## config.mk

```make
export PLATFORM = sky130hd
export DESIGN_NAME = lfc_link_flow
export DESIGN_NICKNAME = d
export VERILOG_FILES = /design/src/verilog/lfc_pkg.sv /design/src/verilog/lfc_cnt_if.sv /design/src/verilog/lfc_flag_cnt.sv /design/src/verilog/lfc_pair_rx.sv /design/src/verilog/lfc_link_flow.sv
export VERILOG_INCLUDE_DIRS = /design/src /design/src/verilog
export SDC_FILE = /design/constraint.sdc
export NUM_CORES = 1
export LEC_CHECK = 0
export ABC_AREA = 1
export BUFFER_PORTS_ARGS = -buffer_cell sky130_fd_sc_hd__buf_2
export CAP_MARGIN = 20
export CORE_MARGIN = 5
export CORE_UTILIZATION = 56
export DETAILED_ROUTE_END_ITERATION = 10
export GPL_TIMING_DRIVEN = 1
export PLACE_DENSITY = 0.89
export SETUP_SLACK_MARGIN = 0.1
export SYNTH_ARGS = -nofsm -noshare
export SYNTH_HDL_FRONTEND = slang
export SYNTH_SLANG_ARGS = --single-unit
```

## constraint.sdc

```tcl
create_clock -name clk -period 9.3 [get_ports clk]
set_clock_uncertainty 0.2 [all_clocks]
set_input_delay 1.86 -clock clk [delete_from_list [all_inputs] [get_ports clk]]
set_output_delay 1.86 -clock clk [all_outputs]
set_load 0.02 [all_outputs]
```

## src/verilog/lfc_params.svh

```systemverilog
`ifndef LFC_PARAMS_SVH
`define LFC_PARAMS_SVH
`define LFC_CLK_NS 8
`define LFC_TO_DEF_MIN_NS 25000
`define LFC_TO_DEF_MAX_NS 50000
`define LFC_TO_LONG_MIN_NS 100000
`define LFC_TO_LONG_MAX_NS 200000
`define LFC_CNT_W 4
`define LFC_QUOTA_W 8
`define LFC_XFER_W 6
`define LFC_FRAME_W 16
`endif

```

## src/verilog/lfc_pkg.sv

```systemverilog
package lfc_pkg;
  typedef enum logic [2:0] {
    LFC_PS_DISABLED,
    LFC_PS_ENABLED,
    LFC_PS_CHECK,
    LFC_PS_READY,
    LFC_PS_OTHER
  } lfc_port_state_t;
  typedef enum logic [2:0] {
    LFC_FT_APPLICATION,
    LFC_FT_PRIVILEGED,
    LFC_FT_RESERVED,
    LFC_FT_CTL_LINK_RESET,
    LFC_FT_CTL_TOTAL_RESET,
    LFC_FT_CTL_ABS_RESET,
    LFC_FT_CTL_OTHER
  } lfc_frame_type_t;
  typedef enum logic [2:0] {
    LFC_CH_OTHER,
    LFC_CH_ACK,
    LFC_CH_RR,
    LFC_CH_NUL
  } lfc_char_t;
  typedef enum logic [1:0] {
    LFC_TX_IDLE,
    LFC_TX_SECOND
  } lfc_pair_state_t;
endpackage : lfc_pkg

```

## src/verilog/lfc_cnt_if.sv

```systemverilog
`timescale 1ns/10ps
interface lfc_cnt_if #(parameter int W = 4);
  logic inc;
  logic dec;
  logic clr;
  logic [W-1:0] count;
  logic nonzero;
  modport ctl (output inc, output dec, output clr, input count, input nonzero);
  modport cnt (input inc, input dec, input clr, output count, output nonzero);
endinterface : lfc_cnt_if

```

## src/verilog/lfc_flag_cnt.sv

```systemverilog
`timescale 1ns/10ps
module lfc_flag_cnt #(
  parameter int W = 4
) (
  // clock and reset
  input wire logic clk,
  input wire logic rst_n,
  // control and value
  lfc_cnt_if.cnt c
);
  import lfc_pkg::*;
  logic [W-1:0] cnt_reg;
  logic [W-1:0] cnt_next;
  initial
  begin
    if (W < 2) $error("lfc_flag_cnt: width too small");
  end
  // saturating both ways so a stray event cannot wrap the count
  always_comb
  begin
    cnt_next = cnt_reg;
    if (c.clr)
      cnt_next = '0;
    else if (c.inc && !c.dec && cnt_reg != {W{1'b1}})
      cnt_next = cnt_reg + 1'b1;
    else if (c.dec && !c.inc && cnt_reg != '0)
      cnt_next = cnt_reg - 1'b1;
  end
  always_ff @(posedge clk)
  begin
    if (!rst_n)
      cnt_reg <= '0;
    else
      cnt_reg <= cnt_next;
  end
  assign c.count = cnt_reg;
  assign c.nonzero = (cnt_reg != '0);
  never_below_zero_a: assert property (@(posedge clk) disable iff (!rst_n)
    (cnt_reg == '0 && c.dec && !c.inc && !c.clr) |=> cnt_reg == '0)
    else $error("counter went below zero");
endmodule : lfc_flag_cnt

```

## src/verilog/lfc_pair_rx.sv

```systemverilog
`timescale 1ns/10ps
module lfc_pair_rx (
  // clock and reset
  input wire logic clk,
  input wire logic rst_n,
  // received characters
  input wire logic rx_valid,
  input wire lfc_pkg::lfc_char_t rx_char,
  input wire lfc_pkg::lfc_char_t match_char,
  // results
  output logic pair_pulse,
  output logic lone_pulse
);
  import lfc_pkg::*;
  logic half_reg;
  logic half_next;
  // a first character followed by anything else is a lone one
  always_comb
  begin
    half_next = half_reg;
    pair_pulse = 1'b0;
    lone_pulse = 1'b0;
    if (rx_valid)
    begin
      if (rx_char == match_char)
      begin
        pair_pulse = half_reg;
        half_next = !half_reg;
      end
      else
      begin
        lone_pulse = half_reg;
        half_next = 1'b0;
      end
    end
  end
  always_ff @(posedge clk)
  begin
    if (!rst_n)
      half_reg <= 1'b0;
    else
      half_reg <= half_next;
  end
  pair_needs_two_a: assert property (@(posedge clk) disable iff (!rst_n)
    pair_pulse |-> half_reg && rx_valid && rx_char == match_char)
    else $error("pair accepted without two characters");
endmodule : lfc_pair_rx

```

## src/verilog/lfc_link_flow.sv

```systemverilog
`timescale 1ns/10ps
`include "lfc_params.svh"
// Overview of operation
// - ACK and RR travel as two identical adjacent characters; act only on whole pairs
// - ACK and RR are consumed at this port, never forwarded to another port
// - acknowledge every valid frame except total reset, reserved, absolute reset
// - received ACK pair releases the sent frame and decrements ack_outstanding_count
// - entering Disabled clears ack_outstanding_count and ack_owed_count
// - after closing flag of an acknowledged frame type increment ack_outstanding_count
// - default ACK time-out 25 to 50 us; then flag ACK error, start recovery
// - long-reach option uses a 100 to 200 us ACK time-out
// - hold closing flag sending NUL while ACK outstanding; time-out aborts frame
// - ACK pair with nothing outstanding or lone ACK is a protocol error
// - count owed ACK on valid closing flag in Ready, or link reset in Check
// - send an owed ACK pair at the earliest chance, then decrement the count
// - receiver buffers at least one whole frame before granting RR
// - entering Enabled increments rr_outstanding_count and rr_owed_count
// - start frame in Ready with no RR outstanding, or control frame in Enabled/Check/Ready
// - sent control field of credited frame increments, RR pair decrements rr_outstanding_count
// - send RR pair after current character when Ready, owed and buffer free
// - received control field of credited frame makes rr_owed_count nonzero; sent RR decrements
// - busy and idle thresholds are quotas times outstanding transfers
// - origination_counter counts originated frames, clears on token forward or reflect
// - only frames whose closing flag went out count; aborts do not
// - satisfied when counter reaches busy threshold or nothing to send holding token
// - originate holding token unsatisfied, or no forwarding and idle threshold above counter
// - unsatisfied port keeps the token until satisfied, then releases it and clears counter
module lfc_link_flow #(
  parameter int CNT_W = `LFC_CNT_W,
  parameter int QUOTA_W = `LFC_QUOTA_W,
  parameter int XFER_W = `LFC_XFER_W,
  parameter int FRAME_W = `LFC_FRAME_W,
  parameter int TO_DEF_NS = `LFC_TO_DEF_MIN_NS,
  parameter int TO_LONG_NS = `LFC_TO_LONG_MIN_NS
) (
  // clock and reset
  input wire logic clk,
  input wire logic rst_n,
  // port state and configuration
  input wire lfc_pkg::lfc_port_state_t port_state,
  input wire logic long_reach,
  input wire logic [QUOTA_W-1:0] busy_link_quota,
  input wire logic [QUOTA_W-1:0] idle_link_quota,
  input wire logic [XFER_W-1:0] xfers_outstanding,
  // received character stream
  input wire logic rx_char_valid,
  input wire lfc_pkg::lfc_char_t rx_char,
  input wire logic rx_ctl_field,
  input wire logic rx_end_flag,
  input wire logic rx_frame_valid,
  input wire lfc_pkg::lfc_frame_type_t rx_frame_type,
  input wire logic rx_buf_free,
  // transmit framer
  input wire logic tx_char_slot,
  input wire logic tx_ctl_field,
  input wire logic tx_crc_done,
  input wire logic tx_end_flag,
  input wire logic tx_abort_done,
  input wire lfc_pkg::lfc_frame_type_t tx_frame_type,
  input wire logic tx_originated,
  // insertion of flow characters
  output logic tx_insert,
  output lfc_pkg::lfc_char_t tx_insert_char,
  output logic tx_hold_flag,
  output logic tx_abort,
  output logic tx_release_frame,
  // frame start permission
  output logic may_start_frame,
  output logic may_start_control,
  // fairness token
  input wire logic token_held,
  input wire logic forward_pending,
  input wire logic have_app_frames,
  output logic token_release,
  output logic may_originate,
  output logic satisfied,
  output logic [FRAME_W-1:0] origination_counter,
  // errors toward link_error_recovery
  output logic ack_error_pulse,
  output logic protocol_error_pulse,
  output logic [CNT_W-1:0] ack_outstanding_count,
  output logic [CNT_W-1:0] ack_owed_count,
  output logic [CNT_W-1:0] rr_outstanding_count,
  output logic [CNT_W-1:0] rr_owed_count
);
  import lfc_pkg::*;
  localparam int TO_DEF_CYC = (TO_DEF_NS + `LFC_CLK_NS - 1) / `LFC_CLK_NS;
  localparam int TO_LONG_CYC = (TO_LONG_NS + `LFC_CLK_NS - 1) / `LFC_CLK_NS;
  localparam int TMR_W = $clog2(TO_LONG_CYC + 1);
  localparam int THR_W = QUOTA_W + XFER_W;
  initial
  begin
    if (CNT_W < 2 || QUOTA_W < 1 || XFER_W < 1 || FRAME_W < 2) $error("lfc: bad widths");
    if (TO_DEF_NS < `LFC_TO_DEF_MIN_NS || TO_DEF_NS > `LFC_TO_DEF_MAX_NS)
      $error("lfc: default time-out out of range");
    if (TO_LONG_NS < `LFC_TO_LONG_MIN_NS || TO_LONG_NS > `LFC_TO_LONG_MAX_NS)
      $error("lfc: long-reach time-out out of range");
  end

  lfc_cnt_if #(.W(CNT_W)) ack_out_if ();
  lfc_cnt_if #(.W(CNT_W)) ack_owe_if ();
  lfc_cnt_if #(.W(CNT_W)) rr_out_if ();
  lfc_cnt_if #(.W(CNT_W)) rr_owe_if ();
  lfc_flag_cnt #(.W(CNT_W)) u_ack_out (.clk(clk), .rst_n(rst_n), .c(ack_out_if));
  lfc_flag_cnt #(.W(CNT_W)) u_ack_owe (.clk(clk), .rst_n(rst_n), .c(ack_owe_if));
  lfc_flag_cnt #(.W(CNT_W)) u_rr_out (.clk(clk), .rst_n(rst_n), .c(rr_out_if));
  lfc_flag_cnt #(.W(CNT_W)) u_rr_owe (.clk(clk), .rst_n(rst_n), .c(rr_owe_if));

  // pair detection; the characters end here and are not handed on
  logic ack_pair;
  logic ack_lone;
  logic rr_pair;
  lfc_pair_rx u_ack_rx (
    .clk(clk), .rst_n(rst_n), .rx_valid(rx_char_valid), .rx_char(rx_char),
    .match_char(LFC_CH_ACK), .pair_pulse(ack_pair), .lone_pulse(ack_lone));
  lfc_pair_rx u_rr_rx (
    .clk(clk), .rst_n(rst_n), .rx_valid(rx_char_valid), .rx_char(rx_char),
    .match_char(LFC_CH_RR), .pair_pulse(rr_pair), .lone_pulse());

  // entry detection of Disabled and Enabled
  lfc_port_state_t state_reg;
  lfc_port_state_t state_next;
  logic enter_disabled;
  logic enter_enabled;
  always_comb
  begin
    state_next = port_state;
    enter_disabled = (port_state == LFC_PS_DISABLED) && (state_reg != LFC_PS_DISABLED);
    enter_enabled = (port_state == LFC_PS_ENABLED) && (state_reg != LFC_PS_ENABLED);
  end

  function automatic logic acked_type(input lfc_frame_type_t t);
    acked_type = !(t == LFC_FT_CTL_TOTAL_RESET || t == LFC_FT_RESERVED ||
                   t == LFC_FT_CTL_ABS_RESET);
  endfunction : acked_type

  function automatic logic credited_type(input lfc_frame_type_t t);
    credited_type = (t == LFC_FT_PRIVILEGED || t == LFC_FT_RESERVED ||
                     t == LFC_FT_APPLICATION);
  endfunction : credited_type

  // counter events
  logic rx_good_end;
  logic ready;
  always_comb
  begin
    ready = (port_state == LFC_PS_READY);
    rx_good_end = rx_end_flag && rx_frame_valid;
    ack_out_if.clr = enter_disabled;
    ack_out_if.inc = tx_end_flag && acked_type(tx_frame_type);
    ack_out_if.dec = ack_pair;
    ack_owe_if.clr = enter_disabled;
    ack_owe_if.inc = rx_good_end &&
      ((ready && acked_type(rx_frame_type)) ||
       (port_state == LFC_PS_CHECK && rx_frame_type == LFC_FT_CTL_LINK_RESET));
    rr_out_if.clr = 1'b0;
    rr_out_if.inc = enter_enabled ||
      (tx_ctl_field && credited_type(tx_frame_type));
    rr_out_if.dec = rr_pair;
    rr_owe_if.clr = 1'b0;
    rr_owe_if.inc = enter_enabled ||
      (rx_ctl_field && credited_type(rx_frame_type));
  end

  // pair transmitter; the ACK pair goes first, even inside a frame
  lfc_pair_state_t pst_reg;
  lfc_pair_state_t pst_next;
  lfc_char_t pch_reg;
  lfc_char_t pch_next;
  always_comb
  begin
    pst_next = pst_reg;
    pch_next = pch_reg;
    tx_insert = 1'b0;
    tx_insert_char = pch_reg;
    ack_owe_if.dec = 1'b0;
    rr_owe_if.dec = 1'b0;
    unique case (pst_reg)
      LFC_TX_IDLE:
      begin
        if (tx_char_slot && ack_owe_if.nonzero)
        begin
          tx_insert = 1'b1;
          tx_insert_char = LFC_CH_ACK;
          pch_next = LFC_CH_ACK;
          pst_next = LFC_TX_SECOND;
        end
        else if (tx_char_slot && ready && rr_owe_if.nonzero && rx_buf_free)
        begin
          tx_insert = 1'b1;
          tx_insert_char = LFC_CH_RR;
          pch_next = LFC_CH_RR;
          pst_next = LFC_TX_SECOND;
        end
      end
      LFC_TX_SECOND:
      begin
        if (tx_char_slot)
        begin
          tx_insert = 1'b1;
          pst_next = LFC_TX_IDLE;
          ack_owe_if.dec = (pch_reg == LFC_CH_ACK);
          rr_owe_if.dec = (pch_reg == LFC_CH_RR);
        end
      end
    endcase
  end

  // acknowledgment timer, restarted on each new outstanding frame
  logic [TMR_W-1:0] tmr_reg;
  logic [TMR_W-1:0] tmr_next;
  logic [TMR_W-1:0] tmr_limit;
  logic timeout;
  logic hold_reg;
  logic hold_next;
  always_comb
  begin
    tmr_limit = long_reach ? TMR_W'(TO_LONG_CYC) : TMR_W'(TO_DEF_CYC);
    timeout = ack_out_if.nonzero && (tmr_reg >= tmr_limit);
    tmr_next = tmr_reg;
    if (!ack_out_if.nonzero || ack_out_if.inc || ack_pair || timeout)
      tmr_next = '0;
    else
      tmr_next = tmr_reg + 1'b1;
    hold_next = hold_reg;
    if (tx_crc_done && ack_out_if.nonzero && !ack_pair)
      hold_next = 1'b1;
    else if (ack_pair || timeout || tx_abort_done || enter_disabled)
      hold_next = 1'b0;
    tx_hold_flag = hold_reg || (tx_crc_done && ack_out_if.nonzero && !ack_pair);
    tx_abort = hold_reg && timeout;
    ack_error_pulse = timeout;
    protocol_error_pulse = (ack_pair && !ack_out_if.nonzero) || ack_lone;
    tx_release_frame = ack_pair && ack_out_if.nonzero;
  end
  always_ff @(posedge clk)
  begin
    if (!rst_n)
    begin
      tmr_reg <= '0;
      hold_reg <= 1'b0;
      pst_reg <= LFC_TX_IDLE;
      pch_reg <= LFC_CH_OTHER;
      state_reg <= LFC_PS_DISABLED;
    end
    else
    begin
      tmr_reg <= tmr_next;
      hold_reg <= hold_next;
      pst_reg <= pst_next;
      pch_reg <= pch_next;
      state_reg <= state_next;
    end
  end

  // start permission
  always_comb
  begin
    may_start_frame = ready && !rr_out_if.nonzero;
    may_start_control = ready || port_state == LFC_PS_ENABLED ||
      port_state == LFC_PS_CHECK;
  end

  // fairness bookkeeping
  logic [THR_W-1:0] busy_thr;
  logic [THR_W-1:0] idle_thr;
  logic [FRAME_W-1:0] orig_reg;
  logic [FRAME_W-1:0] orig_next;
  always_comb
  begin
    busy_thr = THR_W'(busy_link_quota) * THR_W'(xfers_outstanding);
    idle_thr = THR_W'(idle_link_quota) * THR_W'(xfers_outstanding);
    satisfied = ({{THR_W{1'b0}}, orig_reg} >= {{FRAME_W{1'b0}}, busy_thr}) ||
      (token_held && !have_app_frames);
    token_release = token_held && satisfied;
    may_originate = (token_held && !satisfied) ||
      (!forward_pending &&
       ({{FRAME_W{1'b0}}, idle_thr} > {{THR_W{1'b0}}, orig_reg}));
    orig_next = orig_reg;
    if (token_release)
      orig_next = '0;
    else if (tx_end_flag && tx_originated && tx_frame_type == LFC_FT_APPLICATION &&
             orig_reg != {FRAME_W{1'b1}})
      orig_next = orig_reg + 1'b1;
  end
  always_ff @(posedge clk)
  begin
    if (!rst_n)
      orig_reg <= '0;
    else
      orig_reg <= orig_next;
  end

  assign origination_counter = orig_reg;
  assign ack_outstanding_count = ack_out_if.count;
  assign ack_owed_count = ack_owe_if.count;
  assign rr_outstanding_count = rr_out_if.count;
  assign rr_owed_count = rr_owe_if.count;

  disabled_clears_a: assert property (@(posedge clk) disable iff (!rst_n)
    enter_disabled |=> ack_outstanding_count == '0 && ack_owed_count == '0)
    else $error("disabled entry did not clear ack counts");
  lone_ack_err_a: assert property (@(posedge clk) disable iff (!rst_n)
    ack_lone |-> protocol_error_pulse)
    else $error("lone ack not flagged");
  ack_pair_out_a: assert property (@(posedge clk) disable iff (!rst_n)
    (pst_reg == LFC_TX_IDLE && tx_char_slot && ack_owe_if.nonzero) |->
      tx_insert && tx_insert_char == LFC_CH_ACK)
    else $error("owed ack not sent");
  start_gate_a: assert property (@(posedge clk) disable iff (!rst_n)
    may_start_frame |-> ready && rr_outstanding_count == '0)
    else $error("frame start while waiting for rr");
  abort_on_to_a: assert property (@(posedge clk) disable iff (!rst_n)
    tx_abort |-> ack_error_pulse ##1 !hold_reg)
    else $error("abort without time-out");
  rr_needs_buf_a: assert property (@(posedge clk) disable iff (!rst_n)
    (tx_insert && pst_reg == LFC_TX_IDLE && tx_insert_char == LFC_CH_RR) |->
      ready && rx_buf_free)
    else $error("rr sent without buffer");
  token_clear_a: assert property (@(posedge clk) disable iff (!rst_n)
    token_release |=> origination_counter == '0)
    else $error("counter not cleared on release");
  abort_no_count_a: assert property (@(posedge clk) disable iff (!rst_n)
    (tx_abort_done && !tx_end_flag && !token_release) |=>
      origination_counter == $past(origination_counter))
    else $error("aborted frame counted");
  release_dec_a: assert property (@(posedge clk) disable iff (!rst_n)
    (tx_release_frame && !ack_out_if.inc && !enter_disabled) |=>
      ack_outstanding_count == $past(ack_outstanding_count) - 1'b1)
    else $error("released frame left count standing");
  enabled_rr_inc_a: assert property (@(posedge clk) disable iff (!rst_n)
    (enter_enabled && !rr_pair && !rr_owe_if.dec && rr_outstanding_count != '1 &&
     rr_owed_count != '1) |=>
      rr_outstanding_count == $past(rr_outstanding_count) + 1'b1 &&
      rr_owed_count == $past(rr_owed_count) + 1'b1)
    else $error("enabled entry did not count rr");
  ctl_rr_inc_a: assert property (@(posedge clk) disable iff (!rst_n)
    (tx_ctl_field && tx_frame_type == LFC_FT_APPLICATION && !enter_enabled && !rr_pair &&
     rr_outstanding_count != '1) |=>
      rr_outstanding_count == $past(rr_outstanding_count) + 1'b1)
    else $error("sent control field not counted");
  owed_ack_inc_a: assert property (@(posedge clk) disable iff (!rst_n)
    (rx_good_end && ready && rx_frame_type == LFC_FT_APPLICATION && !ack_owe_if.dec &&
     ack_owed_count != '1) |=>
      ack_owed_count == $past(ack_owed_count) + 1'b1)
    else $error("valid frame not owed an ack");
endmodule : lfc_link_flow

```

==> metrics.txt <==
fmax=about 0.12 GHz; cell taking the most area after synthesis=ha_1; aggregate global routing overflow=0; largest net degree at the start of global routing=20; CP required=approximately 7.2 ns; Pre-antenna DRT Iters=6; Net Sw Frac=between 40 and 50%; post-CTS setup buffer count=0; gpl congestion=0.943; maxcap violations=0; Reg2Reg Depth=14; row count=42; Comb pwr share=roughly three fifths; vias per inst=5.09; peak fanout along the critical path=16; Finish-stage setup viols=0; CP peak stage delay=about 0.60 ns; Vias=about 7000; register area=roughly 1100 um2; startpoint types=primary input; most common cell after layout, fill and taps aside=inv_1; Port Buf Inserts=between 90 and 100; worst hold slack=~0.26 ns; final setup TNS=0 ns; Leakage Power=approximately 4.7 nW; CP Data Arrival Time=roughly 6.3 ns; Cell Pwr Density=approximately 130 nW/um2; CP top delay family=adder cells; measured slew at the worst slew-check pin=roughly 0.49 ns; Die ar.=15600 um2; WP depth=26; min Tclk post-route=between 8 and 9 ns; CP bufs+invs=7; routed len/inst=12.4 um; Core Region=approximately 13000 um2; die width=roughly 120 um; CTS tree=built; Psw=between 0.0004 and 0.0005 W; number of diodes=0; DR DRC count=0; Internal=between 0.0005 and 0.0006 W; initial DRC count=slightly below 400; syn_nets=between 1000 and 1500; Critical Path Start=xfers_outstanding[4]; HP Class=reg2reg; CTS sink cnt=56; Starting Density=a little under three fifths; Distinct cells, synth=43; Worst-path clk slew=around 0.07 ns; filler cell count in the final layout=1134; Pins Over Slew Limit=0; Yosys top cell area share=15.2%; H-tree depth=2; max FFs per register=16; IR drop worst, VDD=about 0.00008 V; Post-DP HPWL=14.2 mm; Synth Register Bits=56; Flop pwr share=about a quarter; vias in the first global route=around 6700; total global-route track usage=a little over a fifth; Ys Warns=0; antenna-violating nets left=0; clock group share of total power=17.5%; largest cells by area after synthesis=ha_1, dfxtp_1, fa_1; Clock Latency Late Sink=approximately 0.29 ns; multi-input logic area=roughly 5200 um2; fraction of layout cells with a size suffix above 1=between 10% and 20%; Die Y=~120 um; RR Endpoint=u_rr_owe.c.count[3]; synthesis-to-layout area growth=10.2%; RSZ-0062 raised after global routing=false; run status=complete, no violations; R2R setup slack=6.95 ns; Num CTS Buffers=5; CP Class=in2out; Critical path destination=may_originate; CTS Root Cell=clkbuf_16; final wirelength=17.0 mm; Post-CTS Resized=0; Post-Synthesis Cells=1107; Post-Syn Area=between 7000 and 8000 um2; crit share post-route=approximately 90%; most frequent cells in the layout=inv_1, nand2_1, buf_2; first-pass GRT wire length=~29 mm; initial antenna violation count=0; Crit-path slowest cell=fa_1; syn avg cell area=roughly 6.7 um2; Rel. slew slack=between 60% and 70%; Fin. Hold Viols=0; io pins=97; nets@finish=1388; hold buffer count at CTS=0; sequential fraction of the synthesis area=roughly 15%; reg2reg start=pst_reg[0]; CTS max path bufs=2; crit end category=output pin
[power groups by stage]
stage,combinational (W),sequential [W],clock (W)
after global routing,0.000743,0.000260,0.000203
after floorplan,0.000478,0.000269,0
after detailed placement,0.000631,0.000264,0
after global placement,0.000609,0.000264,0
final,0.000636,0.000259,0.000189
after CTS,0.000638,0.000259,0.000191
[synth_stat cells (all sizes together)]
cell type  instances
inv              275
nand2            266
nor2             101
ha                90
dfxtp             56
fa                54
nand3             51
a21oi             48
o21ai             29
xor2              28
nor3              27
nand4             17
xnor2             13
clkbuf            12
o21bai             6
a21o               5
buf                5
nor4               5
a211oi             4
a31oi              4
or2                3
nand3b             2
o21a               2
a21boi             1
a22oi              1
and2               1
o31ai              1
[stage by stage]
stage | utilization [%] | cell area, um2 | std cells | setup slack [ns] | power [W]
final | 62.3 | 8160 | 1370 | 0.927 | 0.00108
after global routing | 62.3 | 8160 | 1370 | 0.603 | 0.00121
after CTS | 62.3 | 8160 | 1370 | 0.934 | 0.00109
after detailed placement | 61.2 | 8010 | 1362 | 0.953 | 0.000895
after floorplan | - | 7400 | 1107 | 0.779 | 0.000747
after global placement | 61.2 | 8010 | 1362 | 1.06 | 0.000874
[worst min path at each step]
stage / start / endpoint / cells past startpoint
after floorplan: tmr_reg[0] / tmr_reg[0] / 1
after global placement: tmr_reg[0] / tmr_reg[0] / 1
after detailed placement: tmr_reg[0] / tmr_reg[0] / 1
after global routing: tmr_reg[0] / tmr_reg[0] / 1
final: tmr_reg[0] / tmr_reg[0] / 1
after CTS: tmr_reg[0] / tmr_reg[0] / 1
[cell families (layout without fill, tap and decap cells)]
logic type	count (synthesis)	count (layout)	synth area share, %
flip-flops	56	56	15.1
AND/OR/NAND/NOR	473	473	27.0
AO/OA/AOI/OAI	101	101	7.87
adder cells (fa/ha/maj)	144	144	29.8
buffers and inverters	292	379	15.2
XOR/XNOR	41	41	4.95
[cell type report]
| cell class | count | area share, % |
|---|---|---|
| Sequential cell | 56 | 13.7 |
| Multi-Input combinational cell | 759 | 63.2 |
| Clock buffer | 6 | 1.58 |
| Tap cell | 176 | 2.70 |
| Timing Repair Buffer | 96 | 5.89 |
| Clock inverter | 2 | 0.169 |
| Inverter | 275 | 12.7 |
[routing by layer]
metal,global-route usage (%),up-vias,wire length (um)
met3,3.62,44,1030
met1,26.6,3141,7230
met5,0,-,0
met2,37.5,233,8170
li1,-,3555,-
met4,8.04,0,524
No activity file was read; power rests on OpenSTA's default activity.
